$ cat config.mk
export PLATFORM = sky130hd
export DESIGN_NAME = ring_access_control_status
export DESIGN_NICKNAME = d
export VERILOG_FILES = /design/src/design/ring_access_pkg.sv /design/src/design/ring_access_control_status.sv /design/src/design/ring_gate.sv
export VERILOG_INCLUDE_DIRS = /design/src /design/src/design
export SDC_FILE = /design/constraint.sdc
export NUM_CORES = 1
export LEC_CHECK = 0
export ABC_AREA = 1
export BUFFER_PORTS_ARGS = -buffer_cell sky130_fd_sc_hd__buf_2
export CORE_MARGIN = 10
export CORE_UTILIZATION = 23
export CTS_BUF_LIST = sky130_fd_sc_hd__clkbuf_8
export DETAILED_ROUTE_END_ITERATION = 10
export GPL_TIMING_DRIVEN = 0
export PLACE_DENSITY_LB_ADDON = 0.3
export SYNTH_ARGS = -nofsm -noshare
export SYNTH_HDL_FRONTEND = slang
export SYNTH_SLANG_ARGS = --single-unit
$ cat constraint.sdc
create_clock -name core_clk -period 1.55 [get_ports core_clk]
set_clock_uncertainty 0.1 [all_clocks]
set_input_delay 0.0775 -clock core_clk [delete_from_list [all_inputs] [get_ports core_clk]]
set_output_delay 0.0775 -clock core_clk [all_outputs]
set_load 0.02 [all_outputs]
$ cat src/design/ring_access_params.svh
`ifndef RING_ACCESS_PARAMS_SVH
`define RING_ACCESS_PARAMS_SVH
// ****************************************
// register select and field positions
// ****************************************
`define SEL_MAIN_CONTROL_STATUS 3'h0
`define SEL_PRIMITIVE_REGISTER  3'h1
`define BIT_TRANSMIT_POLL       15
`define BIT_STOPPED             14
`define BIT_TX_RING_DISABLE     13
`define BIT_RX_RING_DISABLE     12
`define BIT_TX_RING_ACTIVE      11
`define BIT_RX_RING_ACTIVE      10
`define SEL_LSB                 1
`define SEL_MSB                 3
`define PRIM_START              16'h0001
`define PRIM_STOP               16'h0002
`define SELECT_RESET            16'h0000
`endif

$ cat src/design/ring_access_pkg.sv
package ring_access_pkg;
	// ****************************************
	// shared types
	// ****************************************
	typedef logic [15:0] word_t;    // one port word
	typedef enum logic [1:0] {
		PHASE_STOPPED = 2'b00,         // held idle
		PHASE_RUNNING = 2'b01          // rings may run
	} phase_e;
endpackage : ring_access_pkg

$ cat src/design/ring_access_control_status.sv
`timescale 1ns/1ns
`include "ring_access_params.svh"
module ring_access_control_status
	import ring_access_pkg::*;
(
	input  wire logic  core_clk,
	input  wire logic  rst,
	input  wire logic  bus_wr,          // slave write strobe
	input  wire logic  bus_rd,          // slave read strobe
	input  wire logic  port_select,     // high: select port, low: value port
	input  wire word_t bus_wdata,       // write data
	input  wire logic  link_up,         // data link established
	input  wire logic  tx_frame_busy,   // frame in transmission
	input  wire logic  rx_frame_busy,   // frame in reception
	input  wire logic  poll_taken,      // tx dma acted on poll demand
	output word_t      bus_rdata_q,     // registered read data
	output logic       tx_poll_req_q,   // fetch tx ring now
	output logic       tx_ring_active_q,
	output logic       rx_ring_active_q,
	output logic       core_hold_q,     // hold internal logic reset
	output logic       send_rnr_q,      // one-cycle RNR request
	output logic       send_rr_q        // one-cycle RR request
);
	// ****************************************
	// state and storage
	// ****************************************
	word_t  select_q;                   // register select port
	phase_e phase_q;                    // stopped or running phase
	logic   poll_q;                     // poll demand waiting for the tx dma
	logic   tx_dis;                     // stored transmit ring disable
	logic   rx_dis;                     // stored receive ring disable
	logic   tx_act;                     // transmit ring on, ahead of phase gating
	logic   rx_act;                     // receive ring on, ahead of phase gating
	logic   rx_dis_prev_q;              // receive disable one cycle ago

	// ****************************************
	// address and primitive decode
	// ****************************************
	logic [2:0] sel;                    // select field of the select port
	logic       wr_select;              // host writes the select port
	logic       wr_data;                // host writes the value port
	logic       wr_main;                // value write to the main register
	logic       wr_prim;                // value write to the primitive register
	logic       start_p;                // start primitive this cycle
	logic       stop_p;                 // stop primitive this cycle
	logic       stopped;                // in the stopped phase
	logic       set_poll;               // host writes one to the poll bit

	// only the select field is decoded; the other bits are kept and read back
	assign sel       = select_q[`SEL_MSB:`SEL_LSB];
	assign wr_select = bus_wr && port_select;
	assign wr_data   = bus_wr && !port_select;
	assign wr_main   = wr_data && (sel == `SEL_MAIN_CONTROL_STATUS);
	assign wr_prim   = wr_data && (sel == `SEL_PRIMITIVE_REGISTER);
	// only the exact primitive codes act, so a stray value cannot stop the link
	assign start_p   = wr_prim && (bus_wdata == `PRIM_START);
	assign stop_p    = wr_prim && (bus_wdata == `PRIM_STOP);
	assign stopped   = (phase_q == PHASE_STOPPED);
	// a zero in the poll bit asks for nothing
	assign set_poll  = wr_main && bus_wdata[`BIT_TRANSMIT_POLL];

	// ****************************************
	// read data selection
	// ****************************************
	word_t main_word;                   // main control and status word
	word_t rd_word;                     // word of the port being read

	// status bits come from state, so writes to them cannot stick
	assign main_word = {poll_q,         // poll demand
	                    stopped,        // stopped phase, read-only
	                    tx_dis,         // transmit ring disable
	                    rx_dis,         // receive ring disable
	                    tx_act,         // transmitter on, read-only
	                    rx_act,         // receiver on, read-only
	                    10'h000};       // interrupt and error bits 9:0 live elsewhere
	// the primitive register is write only and reads as zero, like unused selects
	assign rd_word   = port_select ? select_q :
	                   ((sel == `SEL_MAIN_CONTROL_STATUS) ? main_word : 16'h0000);

	// ****************************************
	// local busy messages
	// ****************************************
	logic rx_dis_rise;                  // receive disable just set
	logic rx_dis_fall;                  // receive disable just cleared

	// edges count only while linked; with no link there is no peer to tell
	assign rx_dis_rise = rx_dis && !rx_dis_prev_q && link_up;
	assign rx_dis_fall = !rx_dis && rx_dis_prev_q && link_up;

	// ****************************************
	// ring gates
	// ****************************************
	// both rings share the write and primitive strobes, each keeps its own bit
	ring_gate u_tx (
		.core_clk   (core_clk),
		.rst        (rst),
		.disable_wr (wr_main),
		.disable_val(bus_wdata[`BIT_TX_RING_DISABLE]),
		.start_pulse(start_p),
		.stop_pulse (stop_p),
		.frame_busy (tx_frame_busy),
		.disable_q  (tx_dis),
		.active_q   (tx_act)
	);
	ring_gate u_rx (
		.core_clk   (core_clk),
		.rst        (rst),
		.disable_wr (wr_main),
		.disable_val(bus_wdata[`BIT_RX_RING_DISABLE]),
		.start_pulse(start_p),
		.stop_pulse (stop_p),
		.frame_busy (rx_frame_busy),
		.disable_q  (rx_dis),
		.active_q   (rx_act)
	);

	// ****************************************
	// next values of the outputs
	// ****************************************
	word_t rdata_d;                     // read data to capture
	logic  tx_poll_req_d;               // poll request to the tx dma
	logic  tx_ring_active_d;            // transmitter on as seen outside
	logic  rx_ring_active_d;            // receiver on as seen outside
	logic  send_rnr_d;                  // receiver not ready request
	logic  send_rr_d;                   // receiver ready request

	// read data holds between reads so a slow host sees a steady word
	assign rdata_d          = bus_rd ? rd_word : bus_rdata_q;
	// the stopped phase masks every outward request
	assign tx_poll_req_d    = poll_q && !stopped && tx_act;
	assign tx_ring_active_d = tx_act && !stopped;
	assign rx_ring_active_d = rx_act && !stopped;
	assign send_rnr_d       = rx_dis_rise && !stopped;
	assign send_rr_d        = rx_dis_fall && !stopped;

	// ****************************************
	// registers
	// ****************************************
	// select port kept until rewritten or reset
	always_ff @(posedge core_clk) begin
		if (rst) begin
			select_q <= `SELECT_RESET;
		end else if (wr_select) begin
			select_q <= bus_wdata;
		end
	end

	// phase: reset and stop enter stopped, start leaves it
	// a start while running or a stop while stopped leaves the phase alone
	always_ff @(posedge core_clk) begin
		if (rst) begin
			phase_q <= PHASE_STOPPED;
		end else begin
			case (phase_q)
				PHASE_STOPPED: if (start_p) phase_q <= PHASE_RUNNING;
				PHASE_RUNNING: if (stop_p)  phase_q <= PHASE_STOPPED;
				default:       phase_q <= PHASE_STOPPED;
			endcase
		end
	end

	// poll demand: set beats internal clear so no demand is lost
	// cleared while stopped so an old demand cannot fire after a start
	always_ff @(posedge core_clk) begin
		if (rst) begin
			poll_q <= 1'b0;
		end else if (set_poll) begin
			poll_q <= 1'b1;
		end else if (poll_taken || stopped) begin
			poll_q <= 1'b0;
		end
	end

	// read data register
	always_ff @(posedge core_clk) begin
		if (rst) begin
			bus_rdata_q <= 16'h0000;
		end else begin
			bus_rdata_q <= rdata_d;
		end
	end

	// ring status outputs, all from flip-flops
	// hold comes out of reset high, matching the stopped phase
	always_ff @(posedge core_clk) begin
		if (rst) begin
			tx_poll_req_q    <= 1'b0;
			tx_ring_active_q <= 1'b0;
			rx_ring_active_q <= 1'b0;
			core_hold_q      <= 1'b1;
		end else begin
			tx_poll_req_q    <= tx_poll_req_d;
			tx_ring_active_q <= tx_ring_active_d;
			rx_ring_active_q <= rx_ring_active_d;
			core_hold_q      <= stopped;
		end
	end

	// response pulses last one cycle, one per disable edge seen while linked and running
	// the edge history runs even when stopped, so no stale edge fires at start
	always_ff @(posedge core_clk) begin
		if (rst) begin
			send_rnr_q    <= 1'b0;
			send_rr_q     <= 1'b0;
			rx_dis_prev_q <= 1'b0;
		end else begin
			send_rnr_q    <= send_rnr_d;
			send_rr_q     <= send_rr_d;
			rx_dis_prev_q <= rx_dis;
		end
	end
endmodule : ring_access_control_status

$ cat src/design/ring_gate.sv
`timescale 1ns/1ns
`include "ring_access_params.svh"
// ****************************************
// one ring: disable storage and on acknowledge
// ****************************************
module ring_gate (
	input  wire logic core_clk,
	input  wire logic rst,
	input  wire logic disable_wr,       // host writes disable bit
	input  wire logic disable_val,      // written value
	input  wire logic start_pulse,      // start primitive
	input  wire logic stop_pulse,       // stop primitive
	input  wire logic frame_busy,       // frame in progress on this ring
	output logic      disable_q,        // stored disable bit
	output logic      active_q          // ring-on acknowledge
);
	logic running_q;                    // between start and stop
	logic disable_d;
	logic active_d;

	// disable is plain storage
	assign disable_d = disable_wr ? disable_val : disable_q;

	// off at stop or once disable seen and frame done; on at start or disable clear, only while enabled and running
	always_comb begin
		active_d = active_q;
		if (stop_pulse) begin
			active_d = 1'b0;
		end else if (start_pulse) begin
			active_d = !disable_d;
		end else if (running_q && !disable_q) begin
			active_d = 1'b1;
		end else if (disable_q && !frame_busy) begin
			active_d = 1'b0;
		end
	end

	always_ff @(posedge core_clk) begin
		if (rst) begin
			disable_q <= 1'b0;
			active_q  <= 1'b0;
			running_q <= 1'b0;
		end else begin
			disable_q <= disable_d;
			active_q  <= active_d;
			running_q <= stop_pulse ? 1'b0 : (start_pulse ? 1'b1 : running_q);
		end
	end
endmodule : ring_gate

**After elaboration in Yosys (flattened, before gate mapping)**

Cells that the tools add are included.
Widths: inputs -> output; s select.

- Output and inout port bits: 22
- Logic and storage cells: 75
- Bits in registers: 47
- Input bits: 25

- Mux-type cells: 15
- Equality and inequality tests: 6
- Reductions and logical operators: 38

Operators with widths:

| kind | number |
|---|---|
| $mux 16 | 2 |
| $logic_and 1x1->1 | 21 |
| $eq 16x1->1 const B | 1 |
| $eq 16x2->1 const B | 1 |
| $mux 1 | 10 |
| $logic_not 1->1 | 9 |
| $reduce_bool 3->1 | 2 |
| $mux 2 | 2 |
| $ne 2x1->1 const B | 2 |
| $pmux 2 s2 | 1 |
| $eq 3x1->1 const B | 1 |
| $logic_not 3->1 | 1 |
| $eq 2x1->1 const B | 1 |
| $logic_not 2->1 | 1 |
| $reduce_and 2->1 | 1 |
| $reduce_bool 2->1 | 1 |
| $reduce_or 2->1 | 1 |
| $logic_or 1x1->1 | 1 |

**Longest topological paths before layout**

- Depth in word-level cells: 6
- Gate-level depth with buffers: 9
- Depth with buffers taken out: 9

**Hierarchy**

Synthesis repeated with hierarchy kept, for this count alone.

- Cells, all modules: 261
- Area, all modules: 1909.3 um^2

By module, submodules not included:

| module | seq. area each (um^2) | cells each | instances | area each (um^2) |
|---|---|---|---|---|
| ring_access_control_status | 820.8 | 217 | 1 | 1629.1 |
| ring_gate | 60.1 | 22 | 2 | 140.1 |

**Least setup slack after synthesis**

OpenSTA, ideal clock, no wires.

- Kind: register -> register
- Start: register select_q[1]
- End: register u_rx.active_q
- Cell stages (with the launch flop): 9
- Arrival: 0.947 ns
- Path buffers: 0
- Slack: 0.439 ns
- Library setup time: 0.064 ns
- Period minus slack after synthesis: 1.111 ns
- Data required time: 1.386 ns
- Cells stage by stage: dfxtp_1 > inv_1 > nor2_1 > nand3_2 > nor2_2 > nand2_2 > nand2_1 > nand2_1 > nor2_1

- Word-level cells in the longest chain between the ends: 5
- Elaborated cells on any way between the ends: 11
- Those cells by class: eq/ne: 1; mux: 2; reduce/logical: 8

Ends and longest elaborated chain:

| what | line | text |
|---|---|---|
| from (decl) | ring_access_control_status.sv:27 | `word_t select_q;` |
| from (signal assigned) | ring_access_control_status.sv:142 | `` select_q <= `SELECT_RESET; `` |
| from (signal assigned) | ring_access_control_status.sv:144 | `select_q <= bus_wdata;` |
| $logic_not 3->1 (no line) | -- |  |
| $logic_and 1x1->1 | ring_access_control_status.sv:53 | `` assign wr_main = wr_data && (sel == `SEL_MAIN_CONTROL_STATUS); `` |
| $mux 1 | ring_gate.sv:22 | `assign disable_d = disable_wr ? disable_val : disable_q;` |
| $logic_not 1->1 | ring_gate.sv:30 | `active_d = !disable_d;` |
| $mux 1 | ring_gate.sv:29 | `end else if (start_pulse) begin` |
| to (signal assigned) | ring_gate.sv:45 | `active_q <= active_d;` |
| to (decl) | ring_gate.sv:15 | `output logic active_q` |

Several ways; a longest one is shown, not always the timed one.
A chain may end at the register's enable or synchronous reset.

**Worst setup path in the final report**

- Start: input port bus_wdata[8]
- End: register u_tx.active_q

- Word-level cells in the longest chain between the ends: 3
- Elaborated cells on any way between the ends: 7
- Those cells by class: eq/ne: 2; mux: 1; reduce/logical: 4

Ends and longest elaborated chain:

| what | line | text |
|---|---|---|
| from (decl) | ring_access_control_status.sv:11 | `input wire word_t bus_wdata,` |
| $eq 16x1->1 (no line) or $eq 16x2->1 (tied branches) | -- |  |
| $logic_and 1x1->1, on equally long branches | ring_access_control_status.sv:56, ring_access_control_status.sv:57 |  |
| $reduce_bool 3->1 (no line), or another cell as far along | -- |  |
| to (signal assigned) | ring_gate.sv:45 |  |
| to (decl) | ring_gate.sv:15 |  |

Several ways; a longest one is shown, not always the timed one.

==> results.tsv <==
stage	metric	value	unit
run_status	status	complete, no violations	
routing	DRC viols	0	
clocking	Post CTS Setup Buffer Count	0	
placed_design	HPWL Detailed	4090	microns
logic_synthesis	Mapped Area	1850	sq um
floorplan	starting density of the core	23.8	%
logic_synthesis	Post-synth top cells	51 x nor2_1, 46 x dfxtp_1, 39 x nand2_1	
clocking	htree depth	2	
clocking	Num CTS Buffers	5	
hold_path	Hold WC Path Type	in2reg	
finish	Total Nets Final	345	
sta	crit share post-route	91.6	%
floorplan	die width	110	microns
clocking	root buffer cell	clkbuf_8	
global_routing	All-Layer GR Usage	9.10	%
logic_synthesis	main area contributors after synthesis	dfxtp_1 50%, nor2_1 10%, nand2_1 7.9%, o21ai_0 5.4%, a21oi_1 4.3%	
setup_path	worst reg-to-reg path cell count	8	
clocking	clock buffer depth	2	
routing	routed wire length	5270	microns
setup_path	Worst EP arrival	1.52	ns
sta	post-route setup TNS	0	ns
power	VDD IR-drop max	0.000453	V
placed_design	cell count after placement	398	
setup_path	CP Capture Type	flip-flop	
routing	Vias/cell	4.26	
global_routing	pin count of the biggest net entering global routing	15	
sta	Slew headroom	69.7	%
setup_path	Setup Crit Path Kind	in2reg	
logic_synthesis	largest area contributor in the netlist	dfxtp_1	
placed_design	Placer Congestion	0.753	
hold_path	hold wc startpoint	bus_wdata[12]	
logic_synthesis	post-synthesis cell type count	24	
sta	fmax	704	MHz
setup_path	Startpoint Class	input port	
flow_run	max-cap violation count	0	
floorplan	FP Rows	32	
logic_synthesis	Post-synth ARST share	0	%
routing	Iteration-0 DRC Markers	80	
sta	unrepaired setup endpoints after global routing	no	
logic_synthesis	mux contribution to synthesized area	0	%
setup_path	critical path fanouts, max	3	
hold_path	Worst Hold Path EP	u_rx.disable_q$_SDFF_PP0_	
setup_path	reg2reg end	u_tx.active_q$_SDFFE_PP0P_	
routing	antenna viol nets, final	0	
clocking	clk sinks	46	
placed_design	placed cell area	2200	sq um
logic_synthesis	Synth top area share	49.8	%
global_routing	initial antenna violation count	0	
sta	final setup vio count	0	
power	pwr dens	993	nW/um^2
logic_synthesis	XOR/XNOR Fraction of Synth Area	0	%
logic_synthesis	EDFF count, synth	0	
sta	fin crit period	1.42	ns
finish	Area growth syn-to-layout	34.5	%
setup_path	R2R setup slack	0.26	ns
sta	Worst-Margin Slew	0.454	ns
logic_synthesis	largest family of logic cells by synthesized area	simple AND/OR/NAND/NOR gates	
power	Lkg Pwr	1.08	nW
global_routing	remaining global-route overflow	0	
logic_synthesis	most common cell in the netlist	nor2_1	
power	power after layout	2.47	mW
clocking	TritonCTS clock tree	done	
clocking	Clock transition at path regs	0.08	ns
floorplan	DIE HEIGHT	110	microns
hold_path	Hold Path Stages	3	
logic_synthesis	Compound-Gate Fraction of Synth Area	16.9	%
setup_path	CP required	1.65	ns
global_routing	vias in the first global route	1844	
routing	DR WL/cell	12.4	microns
logic_synthesis	Simple-Gate Fraction of Synth Area	25.8	%
finish	antenna cells	0	
floorplan	core box area	7770	sq um
clocking	latest clock arrival within the worst-skew pair	0.30	ns
logic_synthesis	Cells after Synth	251	
logic_synthesis	Synth Area in Adders	0	%
logic_synthesis	average size of a mapped cell	7.37	sq um
routing	Vias	1800	
sta	Slew Viols, Final	0	
logic_synthesis	number of synthesized register bits	46	
finish	fraction of final layout cells sized beyond drive strength 1	22.4	%
finish	fin area	2490	sq um
floorplan	io pins	47	
floorplan	Die Area	12000	sq um
routing	Initial DRT Pass Iterations	4	
finish	post-route insts no fill	423	
logic_synthesis	Post-synth top flop	dfxtp_1	
setup_path	worst flop-to-flop path startpoint	select_q[1]$_SDFFE_PP0P_	
logic_synthesis	Seq/Total Area, Yosys	49.8	%
logic_synthesis	Net Count, Synth	276	
logic_synthesis	Yosys warning total	0	
sta	Final Hold Viols	0	
placed_design	port buffer count	45	
global_routing	global-route wire length before repair	8710	microns
worst max-delay path, stage by stage:
cell and delay, ns:
dlygate4sd3_1 0.53, buf_2 0.13, nor2_1 0.16, nand2_1 0.09, nor2_2 0.16, nand3_1 0.13, nand2_1 0.09, inv_1 0.05
nand2_1 0.06, nor2_1 0.04
flip-flops by register name (all words and copies together) (netlist names):
signal and count:
bus_rdata_q 16, select_q 16, core_hold_q 1, phase_q 1
poll_q 1, rx_dis_prev_q 1, rx_ring_active_q 1, send_rnr_q 1
send_rr_q 1, tx_poll_req_q 1, tx_ring_active_q 1, u_rx.active_q 1
u_rx.disable_q 1, u_tx.active_q 1, u_tx.disable_q 1, u_tx.running_q 1
cells by family (layout without fill, tap and decap cells):
group	Yosys count	after routing
AND/OR/NAND/NOR	111	111
AO/OA/AOI/OAI	60	60
buffers and inverters	34	104
flip-flops	46	46
worst max path at each step:
stage | end | startpoint | slack [ns]
final | u_tx.active_q$_SDFFE_PP0P_ | bus_wdata[8] | 0.13
after global routing | u_tx.active_q$_SDFFE_PP0P_ | bus_wdata[8] | 0.01
after CTS | u_tx.active_q$_SDFFE_PP0P_ | bus_wdata[8] | 0.04
after detailed placement | u_rx.active_q$_SDFFE_PP0P_ | select_q[1]$_SDFFE_PP0P_ | 0.28
after global placement | u_rx.active_q$_SDFFE_PP0P_ | select_q[1]$_SDFFE_PP0P_ | 0.27
after floorplan | u_rx.active_q$_SDFFE_PP0P_ | select_q[1]$_SDFFE_PP0P_ | 0.44
per-layer routing:
metal | up-vias | global-route usage, % | wire length, microns
met4 | 0 | 4.28 | 82
li1 | 951 | - | -
met5 | - | 0 | 0
met1 | 806 | 10.7 | 2360
met2 | 37 | 15.4 | 2600
met3 | 6 | 2.05 | 218
cell type report:
cell class | instances | area (sq um)
Buffer | 10 | 52.6
Clock buffer | 5 | 68.8
Clock inverter | 3 | 41.3
Fill cell | 865 | 5280
Inverter | 24 | 90.1
Multi-Input combinational cell | 171 | 792
Sequential cell | 46 | 921
Tap cell | 102 | 128
Timing Repair Buffer | 62 | 395
timing repair:
action / in CTS / in global routing
endpoints found under the setup margin: 0 / 8
hold endpoints to repair: 26 / 0
resized for setup: 0 / 5
hold buffers: 17 / 0
cell usage in the layout, fill, tap and decap left out:
cell type,netlist,final
o21ai_1,16,16
inv_2,6,6
clkbuf_2,1,3
a21oi_1,16,16
bufinv_16,0,1
nand3_2,2,2
a31oi_1,6,6
o21ai_0,20,20
buf_6,1,1
nand2_2,2,2
nand2_1,39,39
nor2_2,1,2
dfxtp_1,46,46
dlygate4sd3_1,0,17
nor3_1,2,2
nor4_1,1,1
buf_2,3,48
clkbuf_1,5,3
nor2_1,51,50
nand3b_1,1,1
o22ai_1,1,1
inv_1,18,19
nand3_1,10,10
clkbuf_8,0,5
nor2_8,1,1
nand4_1,1,1
o32ai_1,1,1
clkinvlp_4,0,1
power breakdown:
group / total (mW) / internal, mW / switching, mW
logic: 0.332 / 0.132 / 0.200
clock network: 0.872 / 0.475 / 0.397
registers: 1.27 / 1.24 / 0.0304
through the flow:
step	setup WS, ns	util [%]	hold slack (ns)
6_report	0.130	32.0	0.0148
5_1_grt	0.0111	32.0	0.0303
4_1_cts	0.0394	32.0	0.00730
3_5_place_dp	0.276	28.4	0.201
3_3_place_gp	0.274	28.4	0.195
2_1_floorplan	0.439	-	0.0466
Note: power is estimated with default switching activity, not from simulation.
